<file path="src/cri_common_pkg.sv">
// shared constants and types for the common reset and interrupt summary
package cri_common_pkg;

    // register bus geometry
    localparam int ADDR_WIDTH = 20;
    localparam int DATA_WIDTH = 8;

    // register byte addresses
    localparam logic [19:0] BLOCK_RESET_CONTROL_ADDR = 20'h3_0b20;
    localparam logic [19:0] SPARE_AND_FORCE_CONTROL_ADDR = 20'h3_0b21;
    localparam logic [19:0] RESERVED_COMMON_STATUS_ADDR = 20'h3_0b28;
    localparam logic [19:0] CORE_INTERRUPT_SUMMARY_ADDR = 20'h3_0b29;
    localparam logic [19:0] BUFFER_INTERRUPT_SUMMARY_ADDR = 20'h3_0b2a;

    // values after reset, and read values of reserved and unmapped addresses
    localparam logic [7:0] BLOCK_RESET_CONTROL_RESET = 8'h00;
    localparam logic [7:0] SPARE_AND_FORCE_CONTROL_RESET = 8'h00;
    localparam logic [7:0] SUMMARY_RESET = 8'h00;
    localparam logic [7:0] RESERVED_READ_VALUE = 8'h00;
    localparam logic [7:0] UNMAPPED_READ_VALUE = 8'h00;

    // block reset control field positions
    localparam int TRANSCEIVER_HARD_RESET_BIT = 4;
    localparam int MEMCTL_SW_RESET_BIT = 5;
    localparam int PORT_A_SW_RESET_BIT = 6;
    localparam int PORT_B_SW_RESET_BIT = 7;

    // spare and force control field positions
    localparam int SPARE_CTRL_LSB = 0;
    localparam int SPARE_CTRL_MSB = 6;
    localparam int SPARE_CTRL_WIDTH = 7;
    localparam int FORCE_INTERRUPT_BIT = 7;

    // core interrupt summary field positions
    localparam int TRANSCEIVER_IRQ_BIT = 0;
    localparam int MEMCTL_OTHER_IRQ_BIT = 1;
    localparam int MEMCTL_FIFO_IRQ_BIT = 2;
    localparam int BUFFER_BANK_IRQ_BIT = 3;
    localparam int PORT_B_CORE2_IRQ_BIT = 4;
    localparam int PORT_B_CORE1_IRQ_BIT = 5;
    localparam int PORT_A_CORE2_IRQ_BIT = 6;
    localparam int PORT_A_CORE1_IRQ_BIT = 7;

    // buffer interrupt summary field positions
    localparam int PORT_B_TX_IRQ_BIT = 0;
    localparam int PORT_B_RX_IRQ_BIT = 1;
    localparam int PORT_A_TX_IRQ_BIT = 2;
    localparam int PORT_A_RX_IRQ_BIT = 3;
    localparam int BANK_IRQ_LSB = 4;
    localparam int BANK_COUNT = 4;

    // summary flags in total, core register first then buffer register
    localparam int FLAG_COUNT = 16;

    // register bus read path states
    typedef enum logic [1:0] {
        CRI_BUS_IDLE = 2'b01,
        CRI_BUS_ANSWER = 2'b10
    } cri_bus_state_type;

endpackage

</file>
<file path="src/cri_common_reset_irq_summary.sv">
// common reset control and clear-on-read interrupt summary registers
`timescale 1ns/100ps
`default_nettype none

module cri_common_reset_irq_summary (
    input wire logic clk,
    input wire logic reset,
    input wire logic [19:0] regAddress,
    input wire logic regWrite,
    input wire logic regRead,
    input wire logic [7:0] regWriteData,
    output logic [7:0] regReadData,
    output logic regReadValid,
    input wire logic fabricTransceiverResetIn,
    input wire logic transceiverIrq,
    input wire logic memctlOtherIrq,
    input wire logic memctlFifoIrq,
    input wire logic portBCore2Irq,
    input wire logic portBCore1Irq,
    input wire logic portACore2Irq,
    input wire logic portACore1Irq,
    input wire logic portBTxIrq,
    input wire logic portBRxIrq,
    input wire logic portATxIrq,
    input wire logic portARxIrq,
    input wire logic [3:0] bankIrq,
    output logic transceiverReset,
    output logic memctlSwReset,
    output logic portASwReset,
    output logic portBSwReset,
    output logic [6:0] spareCtrlBits,
    output logic forceInterrupt
);

    typedef struct packed {
        logic [7:0] blockResetControl;
        logic [7:0] spareAndForceControl;
        logic fabricResetMeta;
        logic fabricResetSync;
        logic transceiverReset;
        logic memctlSwReset;
        logic portASwReset;
        logic portBSwReset;
        logic [6:0] spareCtrlBits;
        logic forceInterrupt;
        logic [7:0] readData;
        logic readValid;
        cri_common_pkg::cri_bus_state_type busState;
    } cri_top_state_type;

    cri_top_state_type state;
    cri_top_state_type next_state;

    logic [15:0] flagSource;
    logic [15:0] flagValue;
    logic [15:0] flagClear;
    logic [7:0] coreSummary;
    logic [7:0] bufferSummary;
    logic readCore;
    logic readBuffer;
    logic forceOn;
    logic anyBank;

    // force comes from the registered control bit so it is glitch free
    assign forceOn = state.spareAndForceControl[
        cri_common_pkg::FORCE_INTERRUPT_BIT];
    assign anyBank = |bankIrq;

    // source of each core and buffer summary flag, force pushes every one active
    always_comb begin
        flagSource = '0;
        flagSource[cri_common_pkg::TRANSCEIVER_IRQ_BIT] =
            transceiverIrq || forceOn;
        flagSource[cri_common_pkg::MEMCTL_OTHER_IRQ_BIT] =
            memctlOtherIrq || forceOn;
        flagSource[cri_common_pkg::MEMCTL_FIFO_IRQ_BIT] =
            memctlFifoIrq || forceOn;
        flagSource[cri_common_pkg::BUFFER_BANK_IRQ_BIT] =
            anyBank || forceOn;
        flagSource[cri_common_pkg::PORT_B_CORE2_IRQ_BIT] =
            portBCore2Irq || forceOn;
        flagSource[cri_common_pkg::PORT_B_CORE1_IRQ_BIT] =
            portBCore1Irq || forceOn;
        flagSource[cri_common_pkg::PORT_A_CORE2_IRQ_BIT] =
            portACore2Irq || forceOn;
        flagSource[cri_common_pkg::PORT_A_CORE1_IRQ_BIT] =
            portACore1Irq || forceOn;
        // buffer summary flags sit in the upper byte of the flag vector
        flagSource[8 + cri_common_pkg::PORT_B_TX_IRQ_BIT] =
            portBTxIrq || forceOn;
        flagSource[8 + cri_common_pkg::PORT_B_RX_IRQ_BIT] =
            portBRxIrq || forceOn;
        flagSource[8 + cri_common_pkg::PORT_A_TX_IRQ_BIT] =
            portATxIrq || forceOn;
        flagSource[8 + cri_common_pkg::PORT_A_RX_IRQ_BIT] =
            portARxIrq || forceOn;
        // bank 0 lands in bit 7, bank 3 in bit 4
        for (int b = 0; b < cri_common_pkg::BANK_COUNT; b++) begin
            flagSource[8 + cri_common_pkg::BANK_IRQ_LSB + 3 - b] =
                bankIrq[b] || forceOn;
        end
    end

    // decode of reads that clear a summary register
    assign readCore = regRead && !regWrite &&
        (regAddress == cri_common_pkg::CORE_INTERRUPT_SUMMARY_ADDR);
    assign readBuffer = regRead && !regWrite &&
        (regAddress == cri_common_pkg::BUFFER_INTERRUPT_SUMMARY_ADDR);

    // one flag cell per summary bit; the read clears exactly what it sees
    genvar g;
    generate
        for (g = 0; g < cri_common_pkg::FLAG_COUNT; g++) begin : gen_flag
            // clear only bits the read returns as set
            assign flagClear[g] = ((g < 8) ? readCore : readBuffer) &&
                flagValue[g];
            cri_event_flag u_flag (
                .clk(clk),
                .reset(reset),
                .source(flagSource[g]),
                .readClear(flagClear[g]),
                .flag(flagValue[g])
            );
        end
    endgenerate

    assign coreSummary = flagValue[7:0];
    assign bufferSummary = flagValue[15:8];

    // register writes, reset outputs and read path
    always_comb begin
        next_state = state;
        next_state.readValid = 1'b0;

        // fabric reset arrives from another domain, two stages first
        next_state.fabricResetMeta = fabricTransceiverResetIn;
        next_state.fabricResetSync = state.fabricResetMeta;

        // writes; bits 0 to 3 of the reset control are reserved, kept zero
        if (regWrite) begin
            case (regAddress)
                cri_common_pkg::BLOCK_RESET_CONTROL_ADDR: begin
                    next_state.blockResetControl = {regWriteData[7:4], 4'h0};
                end
                cri_common_pkg::SPARE_AND_FORCE_CONTROL_ADDR: begin
                    next_state.spareAndForceControl = regWriteData;
                end
                default: begin
                    // summary and reserved registers ignore writes
                    next_state.readData = state.readData;
                end
            endcase
        end

        // either reset source alone holds the transceiver in reset
        next_state.transceiverReset = state.fabricResetSync ||
            state.blockResetControl[
                cri_common_pkg::TRANSCEIVER_HARD_RESET_BIT];
        next_state.memctlSwReset = state.blockResetControl[
            cri_common_pkg::MEMCTL_SW_RESET_BIT];
        next_state.portASwReset = state.blockResetControl[
            cri_common_pkg::PORT_A_SW_RESET_BIT];
        next_state.portBSwReset = state.blockResetControl[
            cri_common_pkg::PORT_B_SW_RESET_BIT];
        next_state.spareCtrlBits = state.spareAndForceControl[
            cri_common_pkg::SPARE_CTRL_MSB:
            cri_common_pkg::SPARE_CTRL_LSB];
        // cores use this level to force their own enabled status bits
        next_state.forceInterrupt = forceOn;

        // read answer one cycle after the request; write wins a collision
        case (state.busState)
            cri_common_pkg::CRI_BUS_IDLE: begin
                if (regRead && !regWrite) begin
                    next_state.busState = cri_common_pkg::CRI_BUS_ANSWER;
                    next_state.readValid = 1'b1;
                    case (regAddress)
                        cri_common_pkg::BLOCK_RESET_CONTROL_ADDR: begin
                            next_state.readData = state.blockResetControl;
                        end
                        cri_common_pkg::SPARE_AND_FORCE_CONTROL_ADDR: begin
                            next_state.readData = state.spareAndForceControl;
                        end
                        cri_common_pkg::RESERVED_COMMON_STATUS_ADDR: begin
                            next_state.readData =
                                cri_common_pkg::RESERVED_READ_VALUE;
                        end
                        cri_common_pkg::CORE_INTERRUPT_SUMMARY_ADDR: begin
                            next_state.readData = coreSummary;
                        end
                        cri_common_pkg::BUFFER_INTERRUPT_SUMMARY_ADDR: begin
                            next_state.readData = bufferSummary;
                        end
                        default: begin
                            next_state.readData =
                                cri_common_pkg::UNMAPPED_READ_VALUE;
                        end
                    endcase
                end
            end
            cri_common_pkg::CRI_BUS_ANSWER: begin
                // reads may follow back to back; the answer holds its data
                if (regRead && !regWrite) begin
                    next_state.readValid = 1'b1;
                    case (regAddress)
                        cri_common_pkg::BLOCK_RESET_CONTROL_ADDR: begin
                            next_state.readData = state.blockResetControl;
                        end
                        cri_common_pkg::SPARE_AND_FORCE_CONTROL_ADDR: begin
                            next_state.readData = state.spareAndForceControl;
                        end
                        cri_common_pkg::CORE_INTERRUPT_SUMMARY_ADDR: begin
                            next_state.readData = coreSummary;
                        end
                        cri_common_pkg::BUFFER_INTERRUPT_SUMMARY_ADDR: begin
                            next_state.readData = bufferSummary;
                        end
                        default: begin
                            next_state.readData =
                                cri_common_pkg::UNMAPPED_READ_VALUE;
                        end
                    endcase
                end else begin
                    next_state.busState = cri_common_pkg::CRI_BUS_IDLE;
                end
            end
            default: begin
                next_state.busState = cri_common_pkg::CRI_BUS_IDLE;
            end
        endcase
    end

    // all state but the flag cells in one register; reset puts every control to its quiet value
    always_ff @(posedge clk) begin
        if (reset) begin
            state.blockResetControl <=
                cri_common_pkg::BLOCK_RESET_CONTROL_RESET;
            state.spareAndForceControl <=
                cri_common_pkg::SPARE_AND_FORCE_CONTROL_RESET;
            state.fabricResetMeta <= 1'b0;
            state.fabricResetSync <= 1'b0;
            state.transceiverReset <= 1'b0;
            state.memctlSwReset <= 1'b0;
            state.portASwReset <= 1'b0;
            state.portBSwReset <= 1'b0;
            state.spareCtrlBits <= '0;
            state.forceInterrupt <= 1'b0;
            state.readData <= cri_common_pkg::SUMMARY_RESET;
            state.readValid <= 1'b0;
            state.busState <= cri_common_pkg::CRI_BUS_IDLE;
        end else begin
            state <= next_state;
        end
    end

    // every output straight from a flip-flop
    assign regReadData = state.readData;
    assign regReadValid = state.readValid;
    assign transceiverReset = state.transceiverReset;
    assign memctlSwReset = state.memctlSwReset;
    assign portASwReset = state.portASwReset;
    assign portBSwReset = state.portBSwReset;
    assign spareCtrlBits = state.spareCtrlBits;
    assign forceInterrupt = state.forceInterrupt;

endmodule // cri_common_reset_irq_summary

`default_nettype wire

</file>
<file path="src/cri_event_flag.sv">
// one clear-on-read summary flag that re-arms only after its source drops
`timescale 1ns/100ps
`default_nettype none

module cri_event_flag (
    input wire logic clk,
    input wire logic reset,
    input wire logic source,
    input wire logic readClear,
    output logic flag
);

    typedef struct packed {
        logic sourceSeen;
        logic flag;
    } cri_flag_state_type;

    cri_flag_state_type state;
    cri_flag_state_type next_state;
    logic rise;

    // a flag is raised by a fresh rising edge of its source only
    always_comb begin
        next_state = state;
        rise = source && !state.sourceSeen;
        next_state.sourceSeen = source;
        // set beats clear, so an edge in the read cycle stays pending
        next_state.flag = rise || (state.flag && !readClear);
    end

    // source held high after a read does not set the flag again
    always_ff @(posedge clk) begin
        if (reset) begin
            state <= '0;
        end else begin
            state <= next_state;
        end
    end

    assign flag = state.flag;

endmodule // cri_event_flag

`default_nettype wire

</file>
<file path="config.mk">
export PLATFORM = sky130hd
export DESIGN_NAME = cri_common_reset_irq_summary
export DESIGN_NICKNAME = d
export VERILOG_FILES = /design/src/cri_common_pkg.sv /design/src/cri_common_reset_irq_summary.sv /design/src/cri_event_flag.sv
export SDC_FILE = /design/constraint.sdc
export NUM_CORES = 1
export LEC_CHECK = 0
export ABC_AREA = 1
export BUFFER_PORTS_ARGS = -buffer_cell sky130_fd_sc_hd__clkbuf_2
export CAP_MARGIN = 20
export CORE_MARGIN = 3
export CORE_UTILIZATION = 55
export DETAILED_ROUTE_END_ITERATION = 8
export GPL_TIMING_DRIVEN = 0
export PLACE_DENSITY = 0.8
export SETUP_SLACK_MARGIN = 0.15
export SLEW_MARGIN = 5
export SYNTH_ARGS = -nofsm -noshare
export SYNTH_HDL_FRONTEND = slang
export SYNTH_HIERARCHICAL = 1
export SYNTH_SLANG_ARGS = --single-unit
</file>
<file path="constraint.sdc">
create_clock -name clk -period 1.8 [get_ports clk]
set_clock_uncertainty 0.2 [all_clocks]
set_input_delay 0.18 -clock clk [delete_from_list [all_inputs] [get_ports clk]]
set_output_delay 0.18 -clock clk [all_outputs]
set_load 0.005 [all_outputs]
</file>
==> results_tabular.tex <==
\begin{tabular}{lr}
\hline
Metric & Value \\
\hline
\multicolumn{2}{l}{\textbf{Run status}} \\
\quad Outcome & complete, but fails checks \\
\quad Failing checks & hold timing \\
\multicolumn{2}{l}{\textbf{Logic synthesis}} \\
\quad Flip-flop and latch count after synthesis & $\sim$70 \\
\quad Share of the yosys chip area belonging to registers & between 40\% and 50\% \\
\quad Netlist area before placement & between 0.003 and 0.004 mm2 \\
\quad Mean cell area of the mapped netlist & approximately 7.4 um2 \\
\quad Warning count from the yosys run & 6 \\
\quad Gate Count Post-Synth & 455 \\
\quad Number of unique standard cell types used by synthesis & 27 \\
\quad Number of nets produced by synthesis & a little over 500 \\
\multicolumn{2}{l}{\textbf{GRT}} \\
\quad Gr ovfl total & 0 \\
\quad Pin count of the biggest net entering global routing & 34 \\
\quad Number of antenna violations at the first check in global routing & 0 \\
\quad Number of global-route vias before repair & 2977 \\
\quad First-pass GRT wire length & approximately 13000 um \\
\quad Total GRT Usage & 21.6\% \\
\multicolumn{2}{l}{\textbf{Clock tree}} \\
\quad Clock slew seen by the registers of the worst setup and hold paths & 70 ps \\
\quad Maximum number of buffers from clock root to sink & 2 \\
\quad CTS tree & yes \\
\quad CTS buffer count & 9 \\
\quad Maximum level of the CTS H-tree & 3 \\
\quad Cell at the root of the clock tree & clkbuf\_8 \\
\quad CTS sink cnt & around 70 \\
\quad Clk Latency, worst-skew pair & 340 ps \\
\multicolumn{2}{l}{\textbf{Finish}} \\
\quad Growth of design area from synthesis to finish & 27.8\% \\
\quad Antenna diodes & 0 \\
\quad Fin nets & 609 \\
\quad Final design utilization & about 75\% \\
\quad Proportion of layout cells with a drive suffix above 1 & 36.3\% \\
\multicolumn{2}{l}{\textbf{Timing}} \\
\quad Worst hold-check slack & -10.6 ps \\
\quad Worst-margin pin slew & around 470 ps \\
\quad Max Slew Vio Count & 0 \\
\quad RSZ-0062 raised after global routing & no \\
\quad Top achievable clock speed & 615 MHz \\
\quad Portion of the clock cycle consumed by the worst path in the final layout & roughly nine tenths \\
\quad Clock period minus final worst setup slack & $\sim$1600 ps \\
\quad Number of endpoints with negative hold slack in the final report & 2 \\
\quad Relative max-transition margin & between 60\% and 70\% \\
\quad Final total negative setup slack & 0 ps \\
\quad Setup violation total in the final timing report & 0 \\
\multicolumn{2}{l}{\textbf{Drt}} \\
\quad Detailed Routing Iterations Pass 1 & 4 \\
\quad Routed wire length & 7580 um \\
\quad Detail-routed net length per standard cell & 11.9 um \\
\quad Initial drt markers & about 120 \\
\quad Remaining DRCs & 0 \\
\quad Vias post-DR & between 3000 and 4000 \\
\quad Average vias per placed instance & 4.84 \\
\quad Number of nets with antenna violations after detailed routing & 0 \\
\multicolumn{2}{l}{\textbf{Setup path}} \\
\quad Data required, critical path & $\sim$1900 ps \\
\quad Critical path class & reg -> reg \\
\quad Max Fanout on Critical Path & 8 \\
\quad Type of element capturing the critical path & flop \\
\quad Launching element type of the critical path & flop \\
\quad Data arrival time of the worst path & 1690 ps \\
\multicolumn{2}{l}{\textbf{Power}} \\
\quad Peak VDD IR & approximately 0.50 mV \\
\quad Leakage dissipation & 2.15 nW \\
\quad PwrDens & $\sim$750 mW/mm2 \\
\multicolumn{2}{l}{\textbf{Die}} \\
\quad Die area & between 0.007 and 0.008 mm2 \\
\quad Area of the core & about 0.0057 mm2 \\
\quad Horizontal extent of the die & $\sim$84 um \\
\quad Placement Rows & 27 \\
\quad Ports placed on the boundary & just under 70 \\
\quad Effective utilization at floorplan & between 50\% and 60\% \\
\quad Die outline height & between 80 and 90 um \\
\multicolumn{2}{l}{\textbf{Run}} \\
\quad Maximum Capacitance Violations & 0 \\
\multicolumn{2}{l}{\textbf{Worst hold path}} \\
\quad Worst hold path class & in -> reg \\
\multicolumn{2}{l}{\textbf{Placed design}} \\
\quad Total half-perimeter wirelength after legalization and detailed placement & between 5000 and 6000 um \\
\quad IO Port Bufs & a little under 70 \\
\quad Final Wtd Congestion & $\sim$0.84 \\
\hline
\end{tabular}
## critical path: stages, from the launching register on
cell and delay, ps:
dfxtp_2 380, inv_2 60, ha_4 200, inv_2 70, nand3_4 80, a21oi_4 280
nand2_1 110, a21oi_1 160
## path summary, 6_finish.rpt
check,from,endpoint,slack (ps),depth (start not counted)
worst max-delay path,state[0],regReadData[7],170,7
worst min-delay path,bankIrq[2],gen_flag[13].u_flag/flag,-10,4
worst max register to register,state[0],regReadData[7],170,7
worst min register to register,next_state[23],state[23],220,2
## sequential cells by signal, summed over array words and instances (netlist names)
| name | cells |
|---|---|
| forceInterrupt | 1 |
| forceOn | 1 |
| gen_flag.u_flag/flag | 16 |
| gen_flag.u_flag/state | 16 |
| memctlSwReset | 1 |
| next_state | 11 |
| portASwReset | 1 |
| portBSwReset | 1 |
| regReadData | 8 |
| regReadValid | 1 |
| spareCtrlBits | 7 |
| state | 4 |
| transceiverReset | 1 |
## stage by stage
| step | setup slack [ps] | std cells | instance area [um2] | power (mW) |
|---|---|---|---|---|
| after floorplan | 280 | 455 | 3370 | 1.87 |
| after global placement | -479 | 595 | 3800 | 1.97 |
| after detailed placement | -517 | 595 | 3800 | 1.99 |
| after CTS | 181 | 634 | 4240 | 3.21 |
| after global routing | 102 | 636 | 4300 | 3.39 |
| final | 174 | 636 | 4300 | 3.23 |
## routing by layer
metal | global-route usage [%] | wire, um | share of wire (%)
met2 | 38.4 | 3880 | 51
met5 | 0 | 0 | 0
met4 | 8.63 | 108 | 1.4
met1 | 24.8 | 3230 | 43
met3 | 4.91 | 363 | 4.8
## logic make-up after synthesis
| family | after synthesis | synth area share, % |
|---|---|---|
| simple gates | 226 | 34.4 |
| buf+inv | 132 | 17.3 |
| compound gates | 26 | 6.61 |
| flops | 69 | 41.0 |
| fa+ha+maj | 2 | 0.743 |
## what timing repair did
action,4_1_cts,5_1_grt
gates resized for setup,9,15
endpoints found under the hold margin,44,0
pin swaps,1,5
endpoints found under the setup margin,32,18
buffers inserted,0,2
hold buffers,23,0
## cells in the mapped netlist
cell      instances  area share (%)
a211oi_1          5             1.1
a211oi_2          8             3.0
a21oi_1           8             1.2
a21oi_4           1            0.48
a311o_1           1            0.30
buf_1             1            0.11
buf_4            15             3.3
buf_6             4             1.3
clkbuf_1          5            0.56
dfxtp_1          69              41
ha_1              2            0.74
inv_1            87             9.7
inv_2            20             2.2
nand2_1          62             6.9
nand2_2           4            0.74
nand2_4           2            0.67
nand3_1          29             4.3
nand3_2          18             5.3
nand4_1          16             3.0
nor2_1           67             7.5
nor2_2            7             1.3
nor2_4            2            0.67
nor2_8            1            0.59
o21ai_1           2            0.30
o21ai_2           1            0.26
or2_2            17             3.2
or4_1             1            0.22
## cells in the final DEF, fill, tap and decap left out, types with 7 or more instances in the layout
cell | synthesis | final
clkbuf_2 | 0 | 69
dlygate4sd3_1 | 0 | 23
buf_4 | 15 | 17
clkbuf_8 | 0 | 12
nand3_2 | 18 | 18
nand3_1 | 29 | 28
nor2_2 | 7 | 7
or2_2 | 17 | 17
inv_1 | 87 | 83
nor2_1 | 67 | 67
a211oi_2 | 8 | 8
nand2_1 | 62 | 59
inv_2 | 20 | 24
dfxtp_1 | 69 | 66
nand4_1 | 16 | 16
nand2_2 | 4 | 7
## cell type report
class	count	area (um2)
plain buffers	25	183
clock buffers	13	169
clock inverters	3	18.8
fillers	433	1410
inverters	107	402
multi-input cells	254	1470
flip-flops and latches	69	1390
well taps	72	90.1
repair buffers	93	588
## power breakdown
group	leakage, nW	switching, mW	total, mW	internal, mW
registers	0.567	0.0377	1.64	1.60
clock network	0.0994	0.553	1.16	0.612
logic	1.49	0.236	0.430	0.194
No activity file was read; power rests on OpenSTA's default activity.
